===== config.mk =====
export PLATFORM = sky130hd
export DESIGN_NAME = tsp_packer
export DESIGN_NICKNAME = d
export VERILOG_FILES = /design/src/rtl/tsp_pkg.sv /design/src/rtl/tsp_stream_if.sv /design/src/rtl/tsp_packer.sv /design/src/rtl/tsp_fifo.sv
export SDC_FILE = /design/constraint.sdc
export NUM_CORES = 2
export LEC_CHECK = 0
export BUFFER_PORTS_ARGS = -buffer_cell sky130_fd_sc_hd__buf_2
export CELL_PAD_IN_SITES_DETAIL_PLACEMENT = 1
export CELL_PAD_IN_SITES_GLOBAL_PLACEMENT = 1
export CORE_MARGIN = 3
export CORE_UTILIZATION = 52
export CTS_CLUSTER_SIZE = 40
export DETAILED_ROUTE_END_ITERATION = 10
export PLACE_DENSITY = 0.87
export SETUP_SLACK_MARGIN = 0.3
export SYNTH_ARGS = -nofsm -noshare
export SYNTH_HDL_FRONTEND = slang
export SYNTH_SLANG_ARGS = --single-unit

===== constraint.sdc =====
create_clock -name ref_clk_i -period 4.14 [get_ports ref_clk_i]
set_input_delay 0.621 -clock ref_clk_i [delete_from_list [all_inputs] [get_ports ref_clk_i]]
set_output_delay 0.621 -clock ref_clk_i [all_outputs]
set_load 0.05 [all_outputs]

===== src/rtl/tsp_pkg.sv =====
/*
 * Shared constants and types for the transport sample packer.
 * Assumes samples arrive four channels wide on the packer clock.
 */
package tsp_pkg;

    // Geometry of the packer.
    localparam int unsigned TSP_CH = 4;
    localparam int unsigned TSP_LANES = 8;
    localparam int unsigned TSP_SW = 9;
    localparam int unsigned TSP_MAXS = 10;
    localparam int unsigned TSP_FRM_W = 64;
    localparam int unsigned TSP_FIFO_W = 36;
    localparam int unsigned TSP_FIFO_DEPTH = 16;

    // Link modes handled here.
    typedef enum logic [1:0] {
        TSP_MODE0 = 2'h0,
        TSP_MODE1 = 2'h1,
        TSP_MODE2 = 2'h2,
        TSP_MODE3 = 2'h3
    } tsp_mode_t;

    // Channel count of the device.
    typedef enum logic [1:0] {
        TSP_SINGLE = 2'h0,
        TSP_DUAL = 2'h1,
        TSP_QUAD = 2'h2
    } tsp_cfg_t;

    // Packer states, Gray along collect and send.
    typedef enum logic [1:0] {
        TSP_COLLECT = 2'h0,
        TSP_SEND = 2'h1
    } tsp_state_t;

    // Samples per channel gathered for one frame, per mode 3..0.
    localparam logic [3:0][3:0] TSP_NSMP = {4'h4, 4'h1, 4'h2, 4'ha};
    // Octets per lane frame, per mode 3..0.
    localparam logic [3:0][3:0] TSP_NOCT = {4'h5, 4'h1, 4'h2, 4'h8};
    // Lane enables per mode 3..0, each as quad, dual, single.
    localparam logic [3:0][2:0][7:0] TSP_LANE_EN = {
        8'h0f, 8'h03, 8'h01,
        8'h0f, 8'h03, 8'h01,
        8'h3f, 8'h07, 8'h03,
        8'hff, 8'h0f, 8'h03
    };

    // Reset values.
    localparam tsp_mode_t TSP_MODE_RST = TSP_MODE0;
    localparam tsp_cfg_t TSP_CFG_RST = TSP_QUAD;

endpackage


===== src/rtl/tsp_stream_if.sv =====
/*
 * Valid/ready word stream between the packer's own modules.
 * Assumes both ends sit on the same clock.
 */
`timescale 1ns/1ps
interface tsp_stream_if #(
    parameter int unsigned W = 36
);
    logic valid;
    logic ready;
    logic [W-1:0] data;

    modport src (output valid, output data, input ready);
    modport snk (input valid, input data, output ready);
endinterface


===== src/rtl/tsp_packer.sv =====
/*
 * Transport packer: gathers converter samples and emits per-lane frames
 * for link modes 0 to 3, one octet per lane per cycle.
 * Assumes samples and mode straps come from logic on the same clock and
 * that mode and channel count only change while reset is held.
 */
`timescale 1ns/1ps
// Overview of operation
// - Mode 0: eight-octet lanes, five 9-bit-plus-000 fields, 4-bit tail; even/odd samples split.
// - Mode 1: two-octet lanes, 12-bit widened samples packed contiguously across three lanes.
// - Mode 1 single channel: lane one octet one is zero; third lane dual/quad only.
// - Mode 2: one octet per lane, 8-bit sample, lanes zero..three carry A..D.
// - Mode 3: five-octet lanes, four 10-bit fields of sample plus zero.
// - Channel B lane only for dual/quad; C and D lanes only for quad.
// - All tail positions in a frame are zero.
// - Samples are placed most significant bit first.
// - Lowest lanes are used, higher lanes powered down; receiver uses lowest lanes.
module tsp_packer
    import tsp_pkg::*;
(
    input wire logic ref_clk_i,                // Packer clock, 100 MHz.
    input wire logic rst_n_i,                  // Synchronous reset, active low.
    input wire logic [1:0] link_mode_select_i, // Link mode, taken during reset.
    input wire logic [1:0] chan_cfg_i,         // Single, dual or quad, taken during reset.
    input wire logic [35:0] sample_data_i,     // Channels D..A, 9 bits each, A lowest.
    input wire logic sample_valid_i,           // Sample word valid.
    output logic sample_ready_o,               // Sample word accepted when high.
    output logic [63:0] lane_octet_o,          // Octet per lane, lane_zero in bits 7:0.
    output logic octet_valid_o,                // Lane octets valid this cycle.
    output logic frame_start_o,                // Octet 0 of a frame this cycle.
    output logic [7:0] lane_en_o               // Lanes powered up.
);

    typedef struct packed {
        tsp_state_t st;
        logic [3:0] cnt;
        logic [3:0] oct;
        tsp_mode_t mode;
        tsp_cfg_t cfg;
        logic [TSP_CH-1:0][TSP_MAXS-1:0][TSP_SW-1:0] smp;
        logic [TSP_LANES-1:0][TSP_FRM_W-1:0] frm;
        logic [63:0] lane_oct;
        logic valid;
        logic start;
        logic [7:0] en;
    } tsp_top_st_t;

    tsp_top_st_t q;
    tsp_top_st_t d;

    tsp_stream_if #(.W(TSP_FIFO_W)) in_if ();
    tsp_stream_if #(.W(TSP_FIFO_W)) out_if ();

    // The FIFO absorbs samples while a frame is being sent, and its
    // ready stalls the converter once it is full.
    assign in_if.valid = sample_valid_i;
    assign in_if.data = sample_data_i;
    assign sample_ready_o = in_if.ready;
    assign out_if.ready = (q.st == TSP_COLLECT);

    tsp_fifo #(.W(TSP_FIFO_W), .DEPTH(TSP_FIFO_DEPTH)) u_fifo (
        .ref_clk_i(ref_clk_i),
        .rst_n_i(rst_n_i),
        .in_if(in_if),
        .out_if(out_if)
    );

    // Builds one frame per lane, left justified, from the gathered samples.
    function automatic logic [TSP_LANES-1:0][TSP_FRM_W-1:0] tsp_build(
        input tsp_mode_t m,
        input tsp_cfg_t c,
        input logic [TSP_CH-1:0][TSP_MAXS-1:0][TSP_SW-1:0] s
    );
        logic [TSP_LANES-1:0][TSP_FRM_W-1:0] f;
        logic [TSP_CH-1:0][TSP_MAXS-1:0][TSP_SW-1:0] z;
        logic [47:0] p;
        f = '0;
        z = s;
        p = '0;
        // Absent channels are zeroed, so their lanes and shared octets stay zero.
        for (int ch = 1; ch < TSP_CH; ch++) begin
            if ((c == TSP_SINGLE) || (c == TSP_DUAL && ch > 1)) begin
                z[ch] = '0;
            end
        end
        case (m)
            TSP_MODE0: begin
                for (int ch = 0; ch < TSP_CH; ch++) begin
                    for (int k = 0; k < 5; k++) begin
                        f[2*ch][63-12*k -: 12] = {z[ch][2*k], 3'h0};
                        f[2*ch+1][63-12*k -: 12] = {z[ch][2*k+1], 3'h0};
                    end
                end
            end
            TSP_MODE1: begin
                for (int g = 0; g < 2; g++) begin
                    p = {z[2*g][0], 3'h0, z[2*g][1], 3'h0, z[2*g+1][0], 3'h0, z[2*g+1][1], 3'h0};
                    f[3*g][63 -: 16] = p[47:32];
                    f[3*g+1][63 -: 16] = p[31:16];
                    f[3*g+2][63 -: 16] = p[15:0];
                end
            end
            TSP_MODE2: begin
                for (int ch = 0; ch < TSP_CH; ch++) begin
                    f[ch][63 -: 8] = z[ch][0][8:1];
                end
            end
            default: begin
                for (int ch = 0; ch < TSP_CH; ch++) begin
                    for (int k = 0; k < 4; k++) begin
                        f[ch][63-10*k -: 10] = {z[ch][k], 1'b0};
                    end
                end
            end
        endcase
        // Bits beyond the fields were never written and stay zero.
        return f;
    endfunction

    // Collect samples, then shift the frame out a byte at a time. Sending
    // and collecting do not overlap, which the FIFO covers in bursts only.
    always_comb begin
        d = q;
        d.start = 1'b0;
        case (q.st)
            TSP_COLLECT: begin
                d.valid = 1'b0;
                d.lane_oct = '0;
                if (out_if.valid) begin
                    for (int ch = 0; ch < TSP_CH; ch++) begin
                        d.smp[ch][q.cnt] = out_if.data[9*ch +: 9];
                    end
                    if (q.cnt == TSP_NSMP[q.mode] - 4'h1) begin
                        d.cnt = '0;
                        d.frm = tsp_build(q.mode, q.cfg, d.smp);
                        for (int l = 0; l < TSP_LANES; l++) begin
                            d.lane_oct[8*l +: 8] = d.frm[l][63:56];
                            d.frm[l] = {d.frm[l][55:0], 8'h00};
                        end
                        d.oct = 4'h1;
                        d.valid = 1'b1;
                        d.start = 1'b1;
                        d.st = TSP_SEND;
                    end else begin
                        d.cnt = q.cnt + 4'h1;
                    end
                end
            end
            default: begin
                if (q.oct == TSP_NOCT[q.mode]) begin
                    d.valid = 1'b0;
                    d.lane_oct = '0;
                    d.st = TSP_COLLECT;
                end else begin
                    for (int l = 0; l < TSP_LANES; l++) begin
                        d.lane_oct[8*l +: 8] = q.frm[l][63:56];
                        d.frm[l] = {q.frm[l][55:0], 8'h00};
                    end
                    d.oct = q.oct + 4'h1;
                end
            end
        endcase
        // Mode and channel count are taken only while reset is held.
        if (!rst_n_i) begin
            d = '0;
            d.st = TSP_COLLECT;
            d.mode = tsp_mode_t'(link_mode_select_i);
            d.cfg = (chan_cfg_i == 2'h3) ? TSP_CFG_RST : tsp_cfg_t'(chan_cfg_i);
            d.en = TSP_LANE_EN[link_mode_select_i][(chan_cfg_i == 2'h3) ? 2'h2 : chan_cfg_i];
        end
    end

    // State register.
    always_ff @(posedge ref_clk_i) begin
        q <= d;
    end

    assign lane_octet_o = q.lane_oct;
    assign octet_valid_o = q.valid;
    assign frame_start_o = q.start;
    assign lane_en_o = q.en;
endmodule


===== src/rtl/tsp_fifo.sv =====
/*
 * Synchronous FIFO with valid/ready on both sides.
 * Assumes one clock and a synchronous active-low reset.
 */
`timescale 1ns/1ps
module tsp_fifo #(
    parameter int unsigned W = 36,
    parameter int unsigned DEPTH = 16
) (
    input wire logic ref_clk_i,      // Packer clock.
    input wire logic rst_n_i,        // Synchronous reset, active low.
    tsp_stream_if.snk in_if,         // Filling side.
    tsp_stream_if.src out_if         // Draining side.
);
    localparam int unsigned AW = $clog2(DEPTH);

    typedef struct packed {
        logic [DEPTH-1:0][W-1:0] mem;
        logic [AW-1:0] wp;
        logic [AW-1:0] rp;
        logic [AW:0] cnt;
        logic not_full;
    } tsp_fifo_st_t;

    tsp_fifo_st_t q;
    tsp_fifo_st_t d;
    logic push;
    logic pop;

    // Ready is a flop of its own, so the upstream ready comes straight from a register.
    assign in_if.ready = q.not_full;
    assign out_if.valid = (q.cnt != '0);
    assign out_if.data = q.mem[q.rp];

    // Pointer and count update; a push and a pop together leave the count alone.
    always_comb begin
        d = q;
        push = in_if.valid && q.not_full;
        pop = out_if.valid && out_if.ready;
        if (push) begin
            d.mem[q.wp] = in_if.data;
            d.wp = q.wp + 1'b1;
        end
        if (pop) begin
            d.rp = q.rp + 1'b1;
        end
        if (push && !pop) begin
            d.cnt = q.cnt + 1'b1;
        end else if (pop && !push) begin
            d.cnt = q.cnt - 1'b1;
        end
        d.not_full = (d.cnt != (AW+1)'(DEPTH));
        if (!rst_n_i) begin
            d = '0;
            d.not_full = 1'b1;
        end
    end

    // State register.
    always_ff @(posedge ref_clk_i) begin
        q <= d;
    end
endmodule


==> out/qor.txt <==
cell taking the most area after synthesis - dfxtp_1
vias in the first global route - 62800
number of DRC markers in iteration 0 - 8260
Die Wd - 349 µm
critical path endpoint category - flip-flop
Place WS - 0.490 ns
fin crit period - 3.79 ns
count of hold-fix buffers inserted at cts - 0
Data required, critical path - 4.83 ns
WL final - 266 mm
CTS resizes - 0
largest net degree at the start of global routing - 145
Nets - 7221
synth warn - 0
clock sink count - 1427
IR drop worst, VDD - 0.696 mV
Num CTS Buffers - 150
DIE AREA - 122000 µm²
DR vias/cell - 6.91
first-pass GRT wire length - 395 mm
synth top area cells - dfxtp_1, nand2_1, a21oi_1, mux4_2, clkbuf_1
Final WS setup - 0.355 ns
clock tree buffer depth - 3
multiplexer area fraction after synthesis - 0.0838
actual slew at the worst max-slew pin - 1.21 ns
Reg2Reg Depth - 7
postcts setup bufs - 0
routed length per instance - 30.2 µm
Worst Min Path Start - chan_cfg_i[1]
CP arrival - 4.48 ns
RSZ-0062 raised after global routing - no
setup violators final - 0
Hold Path Depth - 1
proportion of synthesized chip area in sequential cells - 0.468
Post-Synthesis Cell Area - 61200 µm²
EDFF count, synth - 10
min-delay worst type - primary input to flip-flop
row count - 125
root buffer cell - clkbuf_16
gr usage total - 0.424
Max transition margin - 0.194
worst r2r dst - q[314]
FFs w/ async S/R, synth - 0
combinational family with the most area after synthesis - compound AO/OA/AOI/OAI gates
crit-path max FO - 25
Slew Limit Fails - 0
Synth Area in Compound Gates - 0.214
layout cells sized above 1 - 0.130
syn nets - 7483
Fillers - 13500
period utilisation layout - 0.914
Adder-Cell Fraction of Synth Area - 0.00266
clock-pin slew on the worst setup and hold paths - 0.06 ns
Max-cap violations - 0
CTS tree - done
area growth from synthesis to layout - 11.2%
flop-to-flop setup slack - 0.35 ns
Leak Pwr - 0.0232 µW
I/O pins - 118
post-synthesis simple-gate area fraction - 0.171
CP Launch Type - flip-flop
Hold EP - q[947]
Core ar. - 117000 µm²
global placement routability congestion - 0.970
XOR/XNOR share of the synthesized area - 0.00200
Yosys reg bits - 1427
Die Span Y - 349 µm
DR pass1 iterations - 8
DRC Markers - 0
FMAX - 264 MHz
WS Path Type - flip-flop to flip-flop
Yosys top cell area share - 0.463
ys flop type - dfxtp_1
Post-Synthesis Cells - 7427
initial antenna violation count - 20
Starting Density - 0.525
vias - 60900
final setup skew - 0.0336 ns
ANT nets after route - 0
Synth cell types - 91
clock latency on the worst-skew pair - 0.82 ns
CTS H-tree lvls - 4
grt ovf - 0
Crit Reg-Reg Startpoint - u_fifo.q[8]
setup TNS - 0 ns
port buffer count - 117
Hold Vio Cnt, Final - 0
pwr/cell area - 632 nW/µm²
HPWL after DPL - 161 mm
status - finished clean
average cell area after synthesis - 8.24 µm²
[worst max-delay path: stages (launching register included)]
cell and delay, ns:
dfxtp_4 0.67, buf_12 0.29, mux4_2 0.34, a22oi_1 0.66, nand2_1 0.71, mux2_2 0.54, a221oi_1 0.33, nor3_1 0.09
[flip-flops by register name (all words and copies together), names as in the netlist]
signal and count:
q 765, u_fifo.q 589, lane_octet_o 64, lane_en_o 6, frame_start_o 1, octet_valid_o 1, u_fifo.in_if.ready 1
[layout make-up]
type	instances	area (µm²)	share of cell area
multi-input combinational	5176	29300	0.431
sequential	1427	28700	0.421
timing repair buffer	390	3300	0.0485
antenna	11	27.5	0.000404
clock buffer	229	4420	0.0649
inverter	20	82.6	0.00121
tap	1524	1910	0.0280
clock inverter	37	322	0.00472
[per-stage QoR]
step,power [µW],hold WS (ns),utilization,cells,area [µm²]
2_1_floorplan,23500,0.410,-,7427,61200
3_3_place_gp,28500,0.438,0.543,8537,63300
3_5_place_dp,28900,0.447,0.543,8537,63300
4_1_cts,42200,0.0308,0.584,8803,68000
5_1_grt,44000,0.0639,0.584,8809,68100
6_report,43000,0.0712,0.584,8814,68100
[synthesized netlist by cell type (14+ instances only)]
library cell / n
a211oi_1: 44
a21oi_1: 1188
a221o_1: 16
a221oi_1: 169
a22o_1: 63
a22oi_1: 90
a2bb2oi_1: 16
a31oi_1: 53
a32oi_1: 22
and2_1: 18
and3_1: 30
buf_1: 33
buf_2: 94
buf_4: 79
clkbuf_1: 589
dfxtp_1: 1417
inv_1: 18
mux2_2: 100
mux2i_1: 74
mux4_2: 138
nand2_1: 2069
nand2b_1: 17
nand3_1: 70
nor2_1: 329
nor2b_1: 14
nor3_1: 46
o21ai_0: 347
o22ai_1: 26
o2bb2ai_1: 44
[worst max-delay path by stage]
stage	start	to	slack, ns	depth (start not counted)
3_5_place_dp	u_fifo.q[8]	q[576]	0.49	8
3_3_place_gp	u_fifo.q[8]	q[576]	0.53	8
4_1_cts	u_fifo.q[6]	q[576]	0.38	8
2_1_floorplan	q[954]	q[771]	1.46	10
5_1_grt	u_fifo.q[8]	q[554]	0.31	7
6_report	u_fifo.q[8]	q[314]	0.35	7
[cell usage in the layout, fill, tap and decap left out, types with 20 or more instances in the layout]
master / netlist / final
dfxtp_1: 1417 / 1413
o21ai_0: 347 / 347
mux2_2: 100 / 100
clkbuf_16: 0 / 154
mux4_2: 138 / 138
o2bb2ai_1: 44 / 44
a22oi_1: 90 / 87
nand3_1: 70 / 57
a22o_1: 63 / 63
buf_4: 79 / 220
nor3_1: 46 / 40
a31oi_1: 53 / 53
a221oi_1: 169 / 169
nor2_4: 0 / 21
mux2i_1: 74 / 74
a32oi_1: 22 / 22
buf_2: 94 / 116
nand2_1: 2069 / 2064
a211oi_1: 44 / 44
o22ai_1: 26 / 26
and3_1: 30 / 30
clkbuf_8: 0 / 28
a21oi_1: 1188 / 1187
buf_12: 1 / 53
clkbuf_1: 589 / 47
nor2_1: 329 / 304
clkinv_2: 0 / 20
[cells by family (layout without fill, tap and decap cells)]
kind of cell | Yosys count | after routing
AOI/OAI and AO/OA | 2187 | 2187
xor gates and xnor gates | 14 | 14
adders and majority gates | 13 | 13
buffers and inverters | 824 | 676
DFF | 1427 | 1427
muxes | 318 | 318
other | 1 | 12
and+or+nand+nor | 2643 | 2643
[report_power, final]
group / total (µW) / internal (µW) / leakage, µW / switching, µW
sequential: 16800 / 15300 / 0.0116 / 1430
clock: 13500 / 7540 / 0.00234 / 5910
combinational: 12800 / 3460 / 0.00930 / 9350
total: 43000 / 26300 / 0.0232 / 16700
[per-layer routing]
layer  global-route usage  vias to the layer above  routed length, µm
met5                    0                        -                 78
met4                0.314                       12              21500
met3                0.108                     1381              29600
met2                0.662                     4238             119000
met1                0.506                    30100              96200
li1                     -                    25200                  -
(Power assumes the default switching activity.)
